### src/vic_pkg.sv
// constants, source map and vector table of the vectored interrupt controller
package vic_pkg;
	localparam int NSRC = 22;
	// ---------------------------------------------------------------
	// register offsets (byte addresses)
	// ---------------------------------------------------------------
	localparam logic [7:0] OFF_PRI_EN = 8'h00;
	localparam logic [7:0] OFF_PRI_PRIO = 8'h04;
	localparam logic [7:0] OFF_EXT1_EN = 8'h08;
	localparam logic [7:0] OFF_EXT1_PRIO = 8'h0C;
	localparam logic [7:0] OFF_EXT2_EN = 8'h10;
	localparam logic [7:0] OFF_EXT2_PRIO = 8'h14;
	localparam logic [7:0] OFF_IRQ_STAT = 8'h18;
	localparam logic [7:0] OFF_IRQ_MASK = 8'h1C;
	localparam logic [7:0] OFF_PENDING = 8'h20;
	localparam logic [7:0] OFF_SW_CLEAR = 8'h24;
	localparam logic [7:0] OFF_ACTIVE = 8'h28;
	localparam logic [31:0] RST_REG = 32'h0000_0000;
	// ---------------------------------------------------------------
	// sources
	// ---------------------------------------------------------------
	localparam int SRC_EXT_A = 0;
	localparam int SRC_EXT_B = 2;
	localparam int SRC_CONV_DONE = 10;
	localparam logic [NSRC-1:0] SRC_RESERVED = 22'h04_2000; // slots 13 and 18
	localparam logic [NSRC-1:0] SRC_HW_CLEAR = 22'h00_000F; // orders 0..3 cleared on vectoring
	localparam logic [NSRC-1:0] SRC_READ_ONLY = 22'h02_D100; // flags software cannot clear here
	localparam logic [15:0] VEC_BASE = 16'h0003;
	localparam logic [15:0] VEC_STEP = 16'h0008;
	localparam logic [15:0] VEC_RESET = 16'h0000;
	// event bits of the interrupt status register
	localparam int EV_VECTOR = 0;
	localparam int EV_PREEMPT = 1;
	localparam int EV_WAKE = 2;
	localparam int NEV = 3;
endpackage

### src/vic_arbiter.sv
// fixed-order pick of the lowest pending source at one priority level
module vic_arbiter (
	input wire logic [21:0] req_i,
	output logic hit_o,
	output logic [4:0] idx_o
);
	// lowest order wins, so scan downward and keep the last hit
	always_comb begin
		hit_o = 1'b0;
		idx_o = 5'h00;
		for (int i = 21; i >= 0; i--) begin
			if (req_i[i]) begin
				hit_o = 1'b1;
				idx_o = 5'(i);
			end
		end
	end
endmodule

### src/vic_top.sv
// vectored interrupt controller with axi4-lite register access
//
// Chosen here: the AXI4-Lite slave port and the register addresses.
module vic_top (
	input wire logic clk_sys_i,
	input wire logic rst_i,
	input wire logic ext_irq_a_input_i,
	input wire logic ext_irq_b_input_i,
	input wire logic [21:0] periph_flag_i,
	input wire logic idle_i,
	input wire logic vec_ack_i,
	input wire logic reti_i,
	output logic vec_req_o,
	output logic [15:0] vec_addr_o,
	output logic [4:0] vec_src_o,
	output logic wake_o,
	output logic irq_o,
	input wire logic [7:0] s_axi_awaddr,
	input wire logic s_axi_awvalid,
	output logic s_axi_awready,
	input wire logic [31:0] s_axi_wdata,
	input wire logic [3:0] s_axi_wstrb,
	input wire logic s_axi_wvalid,
	output logic s_axi_wready,
	output logic [1:0] s_axi_bresp,
	output logic s_axi_bvalid,
	input wire logic s_axi_bready,
	input wire logic [7:0] s_axi_araddr,
	input wire logic s_axi_arvalid,
	output logic s_axi_arready,
	output logic [31:0] s_axi_rdata,
	output logic [1:0] s_axi_rresp,
	output logic s_axi_rvalid,
	input wire logic s_axi_rready
);
	localparam int N = vic_pkg::NSRC;
	localparam int NEV = vic_pkg::NEV;
	// ---------------------------------------------------------------
	// external pin synchronisers
	// ---------------------------------------------------------------
	logic [2:0] sa_r, sa_nxt, sb_r, sb_nxt;
	logic fall_a, fall_b;
	// third stage only compared with second, first feeds only second
	always_comb begin
		sa_nxt = {sa_r[1:0], ext_irq_a_input_i};
		sb_nxt = {sb_r[1:0], ext_irq_b_input_i};
	end
	always_ff @(posedge clk_sys_i or posedge rst_i) begin
		if (rst_i) begin
			sa_r <= 3'h7;
			sb_r <= 3'h7;
		end else begin
			sa_r <= sa_nxt;
			sb_r <= sb_nxt;
		end
	end
	// active-low edge triggered inputs
	assign fall_a = sa_r[2] & ~sa_r[1];
	assign fall_b = sb_r[2] & ~sb_r[1];

	// ---------------------------------------------------------------
	// registers and state
	// ---------------------------------------------------------------
	logic [N-1:0] en_r, en_nxt, prio_r, prio_nxt, pend_r, pend_nxt;
	logic [NEV-1:0] stat_r, stat_nxt, mask_r, mask_nxt;
	logic [1:0] act_r, act_nxt; // bit0 low level running, bit1 high level running
	logic req_r, req_nxt, wake_r, wake_nxt, irq_r, irq_nxt;
	logic [4:0] src_r, src_nxt;
	logic [15:0] addr_r, addr_nxt;

	// ---------------------------------------------------------------
	// arbitration per level
	// ---------------------------------------------------------------
	logic [N-1:0] live, req_hi, req_lo;
	logic hit_hi, hit_lo;
	logic [4:0] idx_hi, idx_lo;
	assign live = pend_r & en_r & ~vic_pkg::SRC_RESERVED;
	assign req_hi = live & prio_r;
	assign req_lo = live & ~prio_r;
	vic_arbiter u_arb_hi (.req_i(req_hi), .hit_o(hit_hi), .idx_o(idx_hi));
	vic_arbiter u_arb_lo (.req_i(req_lo), .hit_o(hit_lo), .idx_o(idx_lo));

	logic take_hi, take_lo;
	logic [4:0] pick;
	assign take_hi = hit_hi & ~act_r[1];
	assign take_lo = hit_lo & ~act_r[1] & ~act_r[0];
	assign pick = take_hi ? idx_hi : idx_lo;

	// ---------------------------------------------------------------
	// axi4-lite slave
	// ---------------------------------------------------------------
	logic aw_rdy_r, aw_rdy_nxt, w_rdy_r, w_rdy_nxt, bv_r, bv_nxt, rv_r, rv_nxt, ar_rdy_r, ar_rdy_nxt;
	logic [7:0] awa_r, awa_nxt;
	logic [31:0] wd_r, wd_nxt, rd_r, rd_nxt;
	logic [1:0] br_r, br_nxt, rr_r, rr_nxt;
	logic do_wr, wr_ok, rd_ok;
	logic [31:0] rdv;
	assign do_wr = ~aw_rdy_r & ~w_rdy_r & ~bv_r; // ready low means that beat is held
	// each channel taken on its own valid-ready edge; response only after both
	always_comb begin
		aw_rdy_nxt = aw_rdy_r;
		w_rdy_nxt = w_rdy_r;
		awa_nxt = awa_r;
		wd_nxt = wd_r;
		bv_nxt = bv_r;
		br_nxt = br_r;
		if (s_axi_awvalid & aw_rdy_r) begin
			aw_rdy_nxt = 1'b0;
			awa_nxt = s_axi_awaddr;
		end
		if (s_axi_wvalid & w_rdy_r) begin
			w_rdy_nxt = 1'b0;
			wd_nxt = s_axi_wdata;
		end
		if (do_wr) begin
			bv_nxt = 1'b1;
			br_nxt = wr_ok ? 2'h0 : 2'h2;
		end
		if (bv_r & s_axi_bready) begin
			bv_nxt = 1'b0;
			aw_rdy_nxt = 1'b1;
			w_rdy_nxt = 1'b1;
		end
	end
	// read decode; unmapped offsets answer slverr
	always_comb begin
		rdv = 32'h0000_0000;
		rd_ok = 1'b1;
		unique case (s_axi_araddr)
			vic_pkg::OFF_PRI_EN: rdv[7:0] = en_r[7:0];
			vic_pkg::OFF_PRI_PRIO: rdv[7:0] = prio_r[7:0];
			vic_pkg::OFF_EXT1_EN: rdv[7:0] = en_r[15:8];
			vic_pkg::OFF_EXT1_PRIO: rdv[7:0] = prio_r[15:8];
			vic_pkg::OFF_EXT2_EN: rdv[5:0] = en_r[21:16];
			vic_pkg::OFF_EXT2_PRIO: rdv[5:0] = prio_r[21:16];
			vic_pkg::OFF_IRQ_STAT: rdv[NEV-1:0] = stat_r;
			vic_pkg::OFF_IRQ_MASK: rdv[NEV-1:0] = mask_r;
			vic_pkg::OFF_PENDING: rdv[N-1:0] = pend_r;
			vic_pkg::OFF_SW_CLEAR: rdv = 32'h0000_0000;
			vic_pkg::OFF_ACTIVE: rdv[1:0] = act_r;
			default: rd_ok = 1'b0;
		endcase
	end
	always_comb begin
		rv_nxt = rv_r;
		rd_nxt = rd_r;
		rr_nxt = rr_r;
		ar_rdy_nxt = ar_rdy_r;
		if (s_axi_arvalid & ar_rdy_r) begin
			rv_nxt = 1'b1;
			ar_rdy_nxt = 1'b0;
			rd_nxt = rdv;
			rr_nxt = rd_ok ? 2'h0 : 2'h2;
		end else if (rv_r & s_axi_rready) begin
			rv_nxt = 1'b0;
			ar_rdy_nxt = 1'b1;
		end
	end
	always_comb begin
		wr_ok = 1'b1;
		unique case (awa_r)
			vic_pkg::OFF_PRI_EN, vic_pkg::OFF_PRI_PRIO, vic_pkg::OFF_EXT1_EN, vic_pkg::OFF_EXT1_PRIO,
			vic_pkg::OFF_EXT2_EN, vic_pkg::OFF_EXT2_PRIO, vic_pkg::OFF_IRQ_STAT, vic_pkg::OFF_IRQ_MASK,
			vic_pkg::OFF_SW_CLEAR: wr_ok = 1'b1;
			default: wr_ok = 1'b0;
		endcase
	end

	// ---------------------------------------------------------------
	// controller next state
	// ---------------------------------------------------------------
	logic [N-1:0] clr_sw;
	logic vec_fire;
	logic [NEV-1:0] ev;
	assign vec_fire = req_r & vec_ack_i;
	always_comb begin
		en_nxt = en_r;
		prio_nxt = prio_r;
		mask_nxt = mask_r;
		clr_sw = '0;
		if (do_wr & s_axi_wstrb[0]) begin
			unique case (awa_r)
				vic_pkg::OFF_PRI_EN: en_nxt[7:0] = wd_r[7:0];
				vic_pkg::OFF_PRI_PRIO: prio_nxt[7:0] = wd_r[7:0];
				vic_pkg::OFF_EXT1_EN: en_nxt[15:8] = wd_r[7:0];
				vic_pkg::OFF_EXT1_PRIO: prio_nxt[15:8] = wd_r[7:0];
				vic_pkg::OFF_EXT2_EN: en_nxt[21:16] = wd_r[5:0];
				vic_pkg::OFF_EXT2_PRIO: prio_nxt[21:16] = wd_r[5:0];
				vic_pkg::OFF_IRQ_MASK: mask_nxt = wd_r[NEV-1:0];
				default: ;
			endcase
		end
		if (do_wr && awa_r == vic_pkg::OFF_SW_CLEAR && (&s_axi_wstrb[2:0]))
			clr_sw = wd_r[N-1:0] & ~vic_pkg::SRC_READ_ONLY; // read-only untouched
	end
	always_comb begin
		pend_nxt = pend_r & ~clr_sw;
		if (vec_fire && vic_pkg::SRC_HW_CLEAR[src_r])
			pend_nxt[src_r] = 1'b0;
		// sources set after clears so a coincident event wins
		pend_nxt = pend_nxt | (periph_flag_i & ~vic_pkg::SRC_RESERVED & ~vic_pkg::SRC_HW_CLEAR);
		pend_nxt[1] = pend_nxt[1] | periph_flag_i[1];
		pend_nxt[3] = pend_nxt[3] | periph_flag_i[3];
		pend_nxt[vic_pkg::SRC_EXT_A] = pend_nxt[vic_pkg::SRC_EXT_A] | fall_a;
		pend_nxt[vic_pkg::SRC_EXT_B] = pend_nxt[vic_pkg::SRC_EXT_B] | fall_b;
	end
	always_comb begin
		req_nxt = req_r;
		src_nxt = src_r;
		addr_nxt = addr_r;
		act_nxt = act_r;
		wake_nxt = 1'b0;
		ev = '0;
		if (reti_i) begin
			if (act_r[1])
				act_nxt[1] = 1'b0;
			else
				act_nxt[0] = 1'b0;
		end
		if (vec_fire) begin
			req_nxt = 1'b0;
			act_nxt[prio_r[src_r]] = 1'b1;
			ev[vic_pkg::EV_VECTOR] = 1'b1;
			ev[vic_pkg::EV_PREEMPT] = prio_r[src_r] & act_r[0];
		end else if (!req_r && (take_hi || take_lo) && !reti_i) begin
			req_nxt = 1'b1;
			src_nxt = pick;
			addr_nxt = vic_pkg::VEC_BASE + 16'({11'h000, pick} * vic_pkg::VEC_STEP);
			wake_nxt = idle_i;
			ev[vic_pkg::EV_WAKE] = idle_i;
		end
	end
	// events set sticky bits; set beats write-one clear
	always_comb begin
		stat_nxt = stat_r;
		if (do_wr && awa_r == vic_pkg::OFF_IRQ_STAT && s_axi_wstrb[0])
			stat_nxt = stat_r & ~wd_r[NEV-1:0];
		stat_nxt = stat_nxt | ev;
		irq_nxt = |(stat_nxt & mask_nxt);
	end
	always_ff @(posedge clk_sys_i or posedge rst_i) begin
		if (rst_i) begin
			en_r <= '0;
			prio_r <= '0;
			pend_r <= '0;
			mask_r <= '0;
			stat_r <= '0;
			act_r <= 2'h0;
			req_r <= 1'b0;
			src_r <= 5'h00;
			addr_r <= vic_pkg::VEC_RESET;
			wake_r <= 1'b0;
			irq_r <= 1'b0;
			aw_rdy_r <= 1'b1;
			w_rdy_r <= 1'b1;
			awa_r <= 8'h00;
			wd_r <= vic_pkg::RST_REG;
			bv_r <= 1'b0;
			br_r <= 2'h0;
			rv_r <= 1'b0;
			rd_r <= vic_pkg::RST_REG;
			rr_r <= 2'h0;
			ar_rdy_r <= 1'b1;
		end else begin
			en_r <= en_nxt;
			prio_r <= prio_nxt;
			pend_r <= pend_nxt;
			mask_r <= mask_nxt;
			stat_r <= stat_nxt;
			act_r <= act_nxt;
			req_r <= req_nxt;
			src_r <= src_nxt;
			addr_r <= addr_nxt;
			wake_r <= wake_nxt;
			irq_r <= irq_nxt;
			aw_rdy_r <= aw_rdy_nxt;
			w_rdy_r <= w_rdy_nxt;
			awa_r <= awa_nxt;
			wd_r <= wd_nxt;
			bv_r <= bv_nxt;
			br_r <= br_nxt;
			rv_r <= rv_nxt;
			rd_r <= rd_nxt;
			rr_r <= rr_nxt;
			ar_rdy_r <= ar_rdy_nxt;
		end
	end

	// outputs straight from flip-flops
	assign vec_req_o = req_r;
	assign vec_addr_o = addr_r;
	assign vec_src_o = src_r;
	assign wake_o = wake_r;
	assign irq_o = irq_r;
	assign s_axi_awready = aw_rdy_r;
	assign s_axi_wready = w_rdy_r;
	assign s_axi_bvalid = bv_r;
	assign s_axi_bresp = br_r;
	assign s_axi_arready = ar_rdy_r;
	assign s_axi_rvalid = rv_r;
	assign s_axi_rdata = rd_r;
	assign s_axi_rresp = rr_r;

	// ---------------------------------------------------------------
	// assertions
	// ---------------------------------------------------------------
	a_ext_a_vector:
	assert property (@(posedge clk_sys_i) disable iff (rst_i)
		req_r && src_r == 5'd0 |-> addr_r == 16'h0003) else $error("ext a vector wrong");
	a_ext_b_vector:
	assert property (@(posedge clk_sys_i) disable iff (rst_i)
		req_r && src_r == 5'd2 |-> addr_r == 16'h0013) else $error("ext b vector wrong");
	a_conv_keep:
	assert property (@(posedge clk_sys_i) disable iff (rst_i)
		vec_fire && src_r == 5'd10 && !clr_sw[10] |=> pend_r[10]) else $error("conv flag cleared by hw");
	a_ro_flag_kept:
	assert property (@(posedge clk_sys_i) disable iff (rst_i)
		pend_r[8] && !(vec_fire && src_r == 5'd8) |=> pend_r[8]) else $error("read-only flag cleared");
	a_vec_spacing:
	assert property (@(posedge clk_sys_i) disable iff (rst_i)
		$rose(req_r) |-> addr_r == 16'h0003 + 16'({11'h000, src_r} * 16'h0008)) else $error("vector spacing");
	a_reserved_none:
	assert property (@(posedge clk_sys_i) disable iff (rst_i)
		req_r |-> src_r != 5'd13 && src_r != 5'd18) else $error("reserved slot vectored");
	a_enable_gate:
	assert property (@(posedge clk_sys_i) disable iff (rst_i)
		$rose(req_r) |-> $past(en_r[pick])) else $error("disabled source vectored");
	a_wake_vector:
	assert property (@(posedge clk_sys_i) disable iff (rst_i)
		wake_r |-> req_r && $past(idle_i)) else $error("wake without vector");
	a_no_preempt_eq:
	assert property (@(posedge clk_sys_i) disable iff (rst_i)
		$rose(req_r) && $past(act_r[1]) |-> 1'b0) else $error("preempted high level");
endmodule

### config.mk
export PLATFORM = sky130hd
export DESIGN_NAME = vic_top
export DESIGN_NICKNAME = d
export VERILOG_FILES = /design/src/vic_pkg.sv /design/src/vic_arbiter.sv /design/src/vic_top.sv
export SDC_FILE = /design/constraint.sdc
export NUM_CORES = 1
export LEC_CHECK = 0
export BUFFER_PORTS_ARGS = -buffer_cell sky130_fd_sc_hd__buf_2
export CAP_MARGIN = 20
export CORE_ASPECT_RATIO = 0.7
export CORE_MARGIN = 8
export CORE_UTILIZATION = 30
export CTS_CLUSTER_DIAMETER = 120
export DETAILED_ROUTE_END_ITERATION = 7
export SYNTH_ARGS = -nofsm -noshare
export SYNTH_HDL_FRONTEND = slang
export SYNTH_HIERARCHICAL = 1
export SYNTH_SLANG_ARGS = --single-unit
### constraint.sdc
create_clock -name clk_sys_i -period 5.85 [get_ports clk_sys_i]
set_input_delay 1.17 -clock clk_sys_i [delete_from_list [all_inputs] [get_ports clk_sys_i]]
set_output_delay 1.17 -clock clk_sys_i [all_outputs]
set_load 0.05 [all_outputs]
==> results of run 1 <==
==> placed cells by master, fill, tap and decap left out, drive strengths merged, types with 6 or more instances in the layout <==
master and n:
nor2 45, mux2i 25, nand2b 8, clkbuf 17
o21ai 47, o311ai 6, or2 10, dfstp 9
nor3 22, buf 114, dfrtp 134, nor2b 9
a21o 12, conb 33, a21oi 8, mux4 6
nand3b 6, and3 22, mux2 77, nor4 13
nand2 96, inv 25
==> worst max-delay path, cell delays in order (launching register included) <==
cell and delay [ns]:
dfrtp_1 0.47, and3_1 0.27, or4_4 0.58, nor3_1 0.27, nand2_1 0.13, o21ai_0 0.64, o211ai_1 0.25, a222oi_1 0.39
o21ai_0 0.17
==> report_power, final <==
part | total (mW) | internal [mW] | switching (mW)
Sequential | 1.52 | 1.19 | 0.327
Combinational | 0.986 | 0.384 | 0.603
Clock | 1.15 | 0.686 | 0.464
==> stage by stage <==
step                      hold WS, ns  area, um^2  std cells  total power, mW
after floorplan                0.3452        7526        731            2.218
after global placement         0.3464        8198       1114            2.492
after detailed placement       0.3472        8198       1114            2.513
after CTS                      0.3560        8821       1146            3.673
after global routing           0.3640        8821       1146            3.841
final                          0.3559        8821       1146            3.654
==> final timing paths <==
| check | start | to | slack [ns] | cells past startpoint |
|---|---|---|---|---|
| max | pend_r[16] | irq_o | 2.52 | 8 |
| min reg2reg | sa_r[0] | sa_r[1] | 0.36 | 0 |
| min in group asynchronous | rst_i | wd_r[11] | 0.92 | 2 |
| min | sa_r[0] | sa_r[1] | 0.36 | 0 |
| max in group asynchronous | rst_i | en_r[10] | 3.72 | 3 |
| max reg2reg | pend_r[16] | irq_o | 2.52 | 8 |
==> sequential cells by signal, summed over array words and instances (netlist names), 2 cells and up <==
signal / count
act_r: 2
awa_r: 8
en_r: 22
mask_r: 3
pend_r: 22
prio_r: 22
s_axi_rdata: 22
sa_r: 3
sb_r: 3
stat_r: 3
vec_src_o: 5
wd_r: 17
==> routing by layer <==
layer / up-vias / part of all wire (%)
li1: 2677 / -
met2: 163 / 42
met4: 0 / 0.91
met1: 2867 / 50
met5: - / 0
met3: 16 / 7.1
==> layout make-up <==
class	count	area (um^2)	share of cell area [%]
Sequential cell	143	3590	40.70
Multi-Input combinational cell	514	3546	40.20
Timing Repair Buffer	114	583.1	6.610
Clock buffer	17	425.4	4.823
Tap cell	325	406.6	4.610
Clock inverter	15	197.7	2.241
Inverter	18	72.57	0.8227
==> cells by family after synthesis <==
kind of cell	after synthesis
other cells	1
simple gates	257
compound gates	116
flops	143
mux	108
buf+inv	74
==> results.tsv, run 1 <==
metric	value	unit
outcome	completed	
slew at the pin closest to its max-slew limit	1.048	ns
post-route setup slack	2.524	ns
FF+latch count, synth	143	
leakage	3.993	nW
Worst Path Required	6.13	ns
utilization after layout	36.09	%
Initial Util	30.30	%
Clk pin slew, worst setup/hold paths	0.06	ns
Routed Antenna Nets	0	
Post-Synth Adder-Cell Area	0	%
Net count, final	894	
fillcell total	2497	
Post-synth EDFFs	0	
Synth Area in Simple Gates	18.38	%
Max Clock Skew	0.007343	ns
ys async rst share	100.0	%
area leader, netlist	dfrtp_1	
num ports	151	
post-DP HPWL	16910	um
number of DRC markers in iteration 0	534	
area grow syn2layout	19.11	%
cts bufs inserted	17	
DIE AREA	30050	um^2
max-cap viol count	0	
Worst Hold Class	reg -> reg	
vias in the first global route	5689	
critical path fanouts, max	5	
# clock sinks	143	
Max-slew headroom	28.33	%
total number of vias	5723	
# DRC	0	
most common cell in the netlist	dfrtp_1	
Post-CTS Setup Inserts	0	
Core Rows	48	
yosys warns	6	
gr ovfl total	0	
top cells by count, synth	dfrtp_1, nand2_1, mux2_2, nor2_1, o21ai_0	
ant diodes	0	
Fin Setup TNS	0	ns
top post-synthesis cells by area	dfrtp_1, mux2_2, nand2_1	
Worst Path Arrival	3.60	ns
RSZ-0062 raised after global routing	false	
Worst Setup End Kind	flop	
wire per inst	19.36	um
Seq/Total Area, Yosys	48.47	%
largest net degree at the start of global routing	98	
Die Height	147.5	um
final worst path period share	56.85	%
post-CTS sizing	0	
endpoints failing hold	0	
DIE WIDTH	203.8	um
GRT met3 Usage	4.308	%
DRT Wirelength	22190	um
Tot GR Track Use	15.00	%
cell area power density	414.2	nW/um^2
crit start category	flop	
GR Util met1	22.19	%
gr busiest metal	met1	
# H-tree levels	4	
Yosys cell types	68	
Core Region	24440	um^2
met2 Use GR	21.08	%
XOR/XNOR Fraction of Synth Area	0	%
Top FF cell, synth	dfrtp_1	
syn avg cell area	10.59	um^2
Synth Cell Area	7406	um^2
fmax	300.7	MHz
clock period minus worst slack	3.326	ns
initial antenna violation count	0	
root buf cell	clkbuf_16	
first-pass GRT wire length	34740	um
Finish-stage setup viols	0	
pre-CTS WS	2.294	ns
port bufs	109	
clock latency on the worst-skew pair	0.43	ns
max-slew violations	0	
vias per cell	4.994	
Setup CP Type	reg -> reg	
largest family of logic cells by synthesized area	simple AND/OR/NAND/NOR gates	
fraction of layout instances using a drive strength above 1	32.76	%
Worst VDD drop	0.2790	mV
CTS tree	done	
Hold Buf Count CTS	0	
Initial DRT Pass Iterations	5	
share of the synthesized area in the top cell type	45.28	%
mux cell area share after synthesis	16.91	%
Post-Syn Instances	699	
clk buf depth	2	
Synth Area in Compound Gates	10.91	%
RePlAce Congestion	0.8858	
Power figures use the tool's default switching activity.
==> run 2: changes to the inputs <==
clock period = 2.71 ns   (was 5.85 ns; I/O delays follow)
==> results.tsv, run 2 (same netlist as run 1, synthesis figures left out) <==
metric	value	unit	change
# DRC	0		unchanged
Comb pwr share	30.3	%	+3.3 points
final worst path period share	94.61	%	+38 points
Tot GR Track Use	15.37	%	+0.37 points
# H-tree levels	4		unchanged
clock period minus worst slack	2.564	ns	-0.7616 ns
RSZ-0062 raised after global routing	false		
P_sw	3.111	mW	+120%
cts bufs inserted	17		unchanged
root buf cell	clkbuf_16		
Initial DRT Pass Iterations	5		unchanged
Net Sw Frac	38.88	%	+0.76 points
max-slew violations	0		unchanged
pre-CTS WS	0.02986	ns	-2.264 ns
Internal Power	4.891	mW	+120%
clock power share	29.6	%	-1.9 points
Max-slew headroom	50.09	%	+22 points
ant diodes	0		unchanged
post-DP HPWL	17980	um	+6.3%
CTS tree	done		
Finish-stage setup viols	0		unchanged
Clk pin slew, worst setup/hold paths	0.07	ns	about the same
gr ovfl total	0		unchanged
Initial Util	30.30	%	unchanged
largest net degree at the start of global routing	55		-44%
Die Height	147.5	um	unchanged
wire per inst	19.07	um	-1.5%
Hold Buf Count CTS	0		unchanged
most common cell after layout, fill and taps aside	dfrtp_1		
Worst Hold Class	in -> async		
clock latency on the worst-skew pair	0.43	ns	about the same
post-route setup slack	0.1460	ns	-2.378 ns
worst r2r src	awa_r[7]		
crit start category	flop		
area grow syn2layout	26.44	%	
Flop pwr share	40.1	%	-1.4 points
DIE WIDTH	203.8	um	unchanged
outcome	completed		
clk buf depth	2		unchanged
vias per cell	4.931		-1.3%
vias in the first global route	5951		+4.6%
num ports	151		unchanged
max-cap viol count	0		unchanged
Core Region	24440	um^2	unchanged
Setup CP Type	reg -> reg		
cell depth of the worst flop-to-flop path	6		-2
initial antenna violation count	1		+1
first-pass GRT wire length	35620	um	+2.5%
RePlAce Congestion	0.9289		+4.9%
Net count, final	955		+6.8%
# clock sinks	143		unchanged
commonest non-fill, non-tap cells in the layout	dfrtp_1, buf_2, nand2_1		
endpoints failing hold	0		unchanged
DRT Wirelength	23010	um	+3.7%
Worst VDD drop	0.5817	mV	+110%
Max Clock Skew	0.01341	ns	+0.006066 ns
Fin Setup TNS	0	ns	unchanged
Routed Antenna Nets	0		unchanged
cell area power density	854.6	nW/um^2	+110%
fraction of layout instances using a drive strength above 1	37.98	%	+5.2 points
reg2reg end	irq_o		
fillcell total	2461		-1.4%
leakage	4.312	nW	+8.0%
port bufs	109		unchanged
fmax	390.0	MHz	+30%
total number of vias	5952		+4.0%
slew at the pin closest to its max-slew limit	0.7468	ns	-0.3011 ns
Crit. Startpoint	awa_r[7]		
critical path fanouts, max	5		unchanged
Worst Path Arrival	2.86	ns	-0.74 ns
DIE AREA	30050	um^2	unchanged
Worst Path Required	3.01	ns	-3.12 ns
FF-to-FF setup slack	0.15	ns	-2.38 ns
crit path to	irq_o		
Worst Setup End Kind	flop		
Core Rows	48		unchanged
total power draw	8.002	mW	+120%
number of DRC markers in iteration 0	447		-16%
[run 2: cell count changes in the layout (fill, tap and decap cells not counted), moves of 2 or more]
| cell | change |
|---|---|
| o21ai_0 | -2 |
| bufinv_16 | -2 |
| nor3_4 | +2 |
| nor3_1 | -2 |
| clkinv_8 | +2 |
| buf_4 | +55 |
| buf_12 | +6 |
[run 2: metal layers]
layer  GRT usage (%)  wire length (um)
met3           5.707              2083
met4           3.146               197
met1           22.52             11270
met2           21.06              9467
met5               0                 0
[run 2: power groups by stage]
stage | Combinational [mW] | Clock, mW | Sequential (mW)
after floorplan | 1.57 | 0 | 3.22
after global placement | 2.37 | 0 | 3.22
after detailed placement | 2.40 | 0 | 3.23
after CTS | 2.41 | 2.42 | 3.19
after global routing | 2.63 | 2.51 | 3.28
final | 2.42 | 2.37 | 3.21
[run 2: layout make-up]
type	instances	area, um^2	share of cell area (%)
clock buffers	17	425.4	4.543
clock inverters	15	171.4	1.831
inverters	18	71.32	0.7616
multi-input cells	514	3583	38.27
flip-flops and latches	143	3590	38.34
well taps	325	406.6	4.343
repair buffers	175	1116	11.92
[run 2: worst min path at each step]
stage                       start       end  slack [ns]  depth (start not counted)
after floorplan           sa_r[0]   sa_r[1]        0.35                          0
after global placement    sb_r[0]   sb_r[1]        0.35                          0
after detailed placement  sa_r[0]   sa_r[1]        0.35                          0
after CTS                   rst_i   wd_r[4]        0.03                          2
after global routing        rst_i  wd_r[11]        0.04                          2
final                       rst_i  wd_r[11]        0.04                          2
[run 2: timing repair]
action,4_1_cts,5_1_grt
endpoints found under the setup margin,1,1
resized for setup,1,8
setup buffers,0,0
pin swaps,0,1
[run 2: worst max-delay path: stages (launching register included)]
cell and delay, ns:
dfrtp_1 0.41, or4b_2 0.76, nor4_1 0.27, buf_4 0.20
mux2_2 0.36, a222oi_1 0.33, o21ai_1 0.11
[run 2: through the flow]
stage	cells	hold WS, ns	area (um^2)	utilization, %
final	1207	0.03955	9364	38.31
after floorplan	731	0.3452	7530	-
after CTS	1207	0.03030	9326	38.16
after detailed placement	1175	0.3468	8730	35.71
after global placement	1175	0.3460	8730	35.71
after global routing	1207	0.04374	9364	38.31
==> run 3: changes to the inputs <==
CORE_UTILIZATION = 34   (was 30)
MAX_ROUTING_LAYER = met4   (was unset)
==> results.tsv, run 3 (same netlist as run 1, synthesis figures left out) <==
metric	value	unit	change
num ports	151		unchanged
area grow syn2layout	26.83	%	
most common cell after layout, fill and taps aside	dfrtp_1		
WL met1	11090	um	-1.5%
vias per cell	5.131		+4.1%
first-pass GRT wire length	35910	um	+0.81%
final worst path period share	95.10	%	+0.49 points
met3 routed wirelength	2054	um	-1.4%
reg2reg end	irq_o		
# DRC	0		unchanged
Worst Path Arrival	2.86	ns	about the same
largest net degree at the start of global routing	61		+11%
max-slew violations	0		unchanged
RSZ-0062 raised after global routing	false		
cell area power density	854.3	nW/um^2	about the same
RePlAce Congestion	0.9766		+5.1%
cts bufs inserted	17		unchanged
outcome	completed		
# H-tree levels	4		unchanged
critical path fanouts, max	3		-2
total number of vias	6019		+1.1%
clk buf depth	2		unchanged
Routed Antenna Nets	0		unchanged
DIE AREA	26840	um^2	-11%
Initial DRT Pass Iterations	6		+1
leakage	4.348	nW	+0.84%
Clk pin slew, worst setup/hold paths	0.06	ns	about the same
wire per inst	19.39	um	+1.7%
Max-slew headroom	48.77	%	-1.3 points
Setup CP Type	reg -> reg		
clock period minus worst slack	2.577	ns	+0.01333 ns
Net count, final	964		+0.94%
max-cap viol count	0		unchanged
Finish-stage setup viols	0		unchanged
port bufs	109		unchanged
Min Hold Slack	0.07073	ns	+0.03118 ns
initial antenna violation count	0		-1
ant diodes	0		unchanged
endpoints failing hold	0		unchanged
Worst VDD drop	0.7086	mV	+22%
Worst Path Required	3.00	ns	about the same
CTS tree	done		
Initial Util	34.43	%	+4.1 points
fraction of layout instances using a drive strength above 1	39.06	%	+1.1 points
Worst Hold Class	in -> async		
slew at the pin closest to its max-slew limit	0.7667	ns	+0.01982 ns
vias in the first global route	6082		+2.2%
Crit. Startpoint	pend_r[19]		
Max Clock Skew	0.01132	ns	-0.002092 ns
FF-to-FF setup slack	0.13	ns	about the same
number of DRC markers in iteration 0	550		+23%
DRT Wirelength	22750	um	-1.2%
DR top layer	met4		
clock latency on the worst-skew pair	0.43	ns	about the same
worst r2r src	pend_r[19]		
post-DP HPWL	17770	um	-1.2%
commonest non-fill, non-tap cells in the layout	dfrtp_1, buf_2, nand2_1		
Tot GR Track Use	17.90	%	+2.5 points
fmax	388.0	MHz	-0.52%
Core Rows	45		-6.3%
Core Region	21510	um^2	-12%
gr ovfl total	0		unchanged
Worst Setup End Kind	flop		
crit start category	flop		
DIE WIDTH	192.4	um	-5.6%
cell depth of the worst flop-to-flop path	11		+5
Hold Buf Count CTS	0		unchanged
Fin Setup TNS	0	ns	unchanged
Die Height	139.5	um	-5.4%
met2 wire length	9384	um	-0.88%
root buf cell	clkbuf_16		
# clock sinks	143		unchanged
run 3: layer usage:
layer | track usage (%) | up-vias
li1 | - | 2826
met1 | 26.48 | 2938
met2 | 23.97 | 234
met3 | 4.393 | 21
met4 | 4.130 | 0
met5 | - | -
run 3: worst max-delay path: stages, from the launching register on:
cell,delay [ns]
dfrtp_1,0.40
nand2_1,0.09
nor2_2,0.07
or4_4,0.54
nor3_4,0.19
nand2_1,0.08
nor2b_1,0.15
o21ai_2,0.18
buf_6,0.13
o211ai_1,0.09
a222oi_1,0.41
o21ai_1,0.11
run 3: metrics by stage:
| stage | cells | util, % | setup WS [ns] | total power [mW] | cell area, um^2 |
|---|---|---|---|---|---|
| 3_3_place_gp | 1139 | 40.58 | 0.05133 | 5.612 | 8728 |
| 2_1_floorplan | 731 | - | 0.04624 | 4.789 | 7530 |
| 4_1_cts | 1171 | 43.28 | 0.04112 | 8.013 | 9309 |
| 6_report | 1173 | 43.67 | 0.1327 | 8.024 | 9393 |
| 3_5_place_dp | 1139 | 40.58 | 0.01530 | 5.654 | 8728 |
| 5_1_grt | 1173 | 43.67 | 0.01315 | 8.444 | 9393 |
run 3: power breakdown:
| group | internal, mW | switching (mW) |
|---|---|---|
| sequential | 2.57 | 0.618 |
| combinational | 1.05 | 1.45 |
| clock | 1.39 | 0.941 |
| total | 5.02 | 3.01 |
run 3: repair_timing:
action	4_1_cts	5_1_grt
endpoints found under the setup margin	1	1
resized for setup	1	16
pin swaps	0	8
setup buffers	0	2
run 3: layout make-up:
| type | count | area, um^2 |
|---|---|---|
| multi-input cells | 514 | 3610 |
| inverters | 18 | 71.32 |
| clock inverters | 11 | 130.1 |
| fillers | 2085 | 12120 |
| clock buffers | 21 | 450.4 |
| well taps | 282 | 352.8 |
| flip-flops and latches | 143 | 3591 |
| repair buffers | 184 | 1187 |
run 3: how the worst max path moves through the flow:
stage	end	slack [ns]	cells after the start
6_report	irq_o	0.13	11
2_1_floorplan	irq_o	0.05	6
3_3_place_gp	irq_o	0.05	10
5_1_grt	irq_o	0.01	11
4_1_cts	irq_o	0.04	11
3_5_place_dp	irq_o	0.02	11
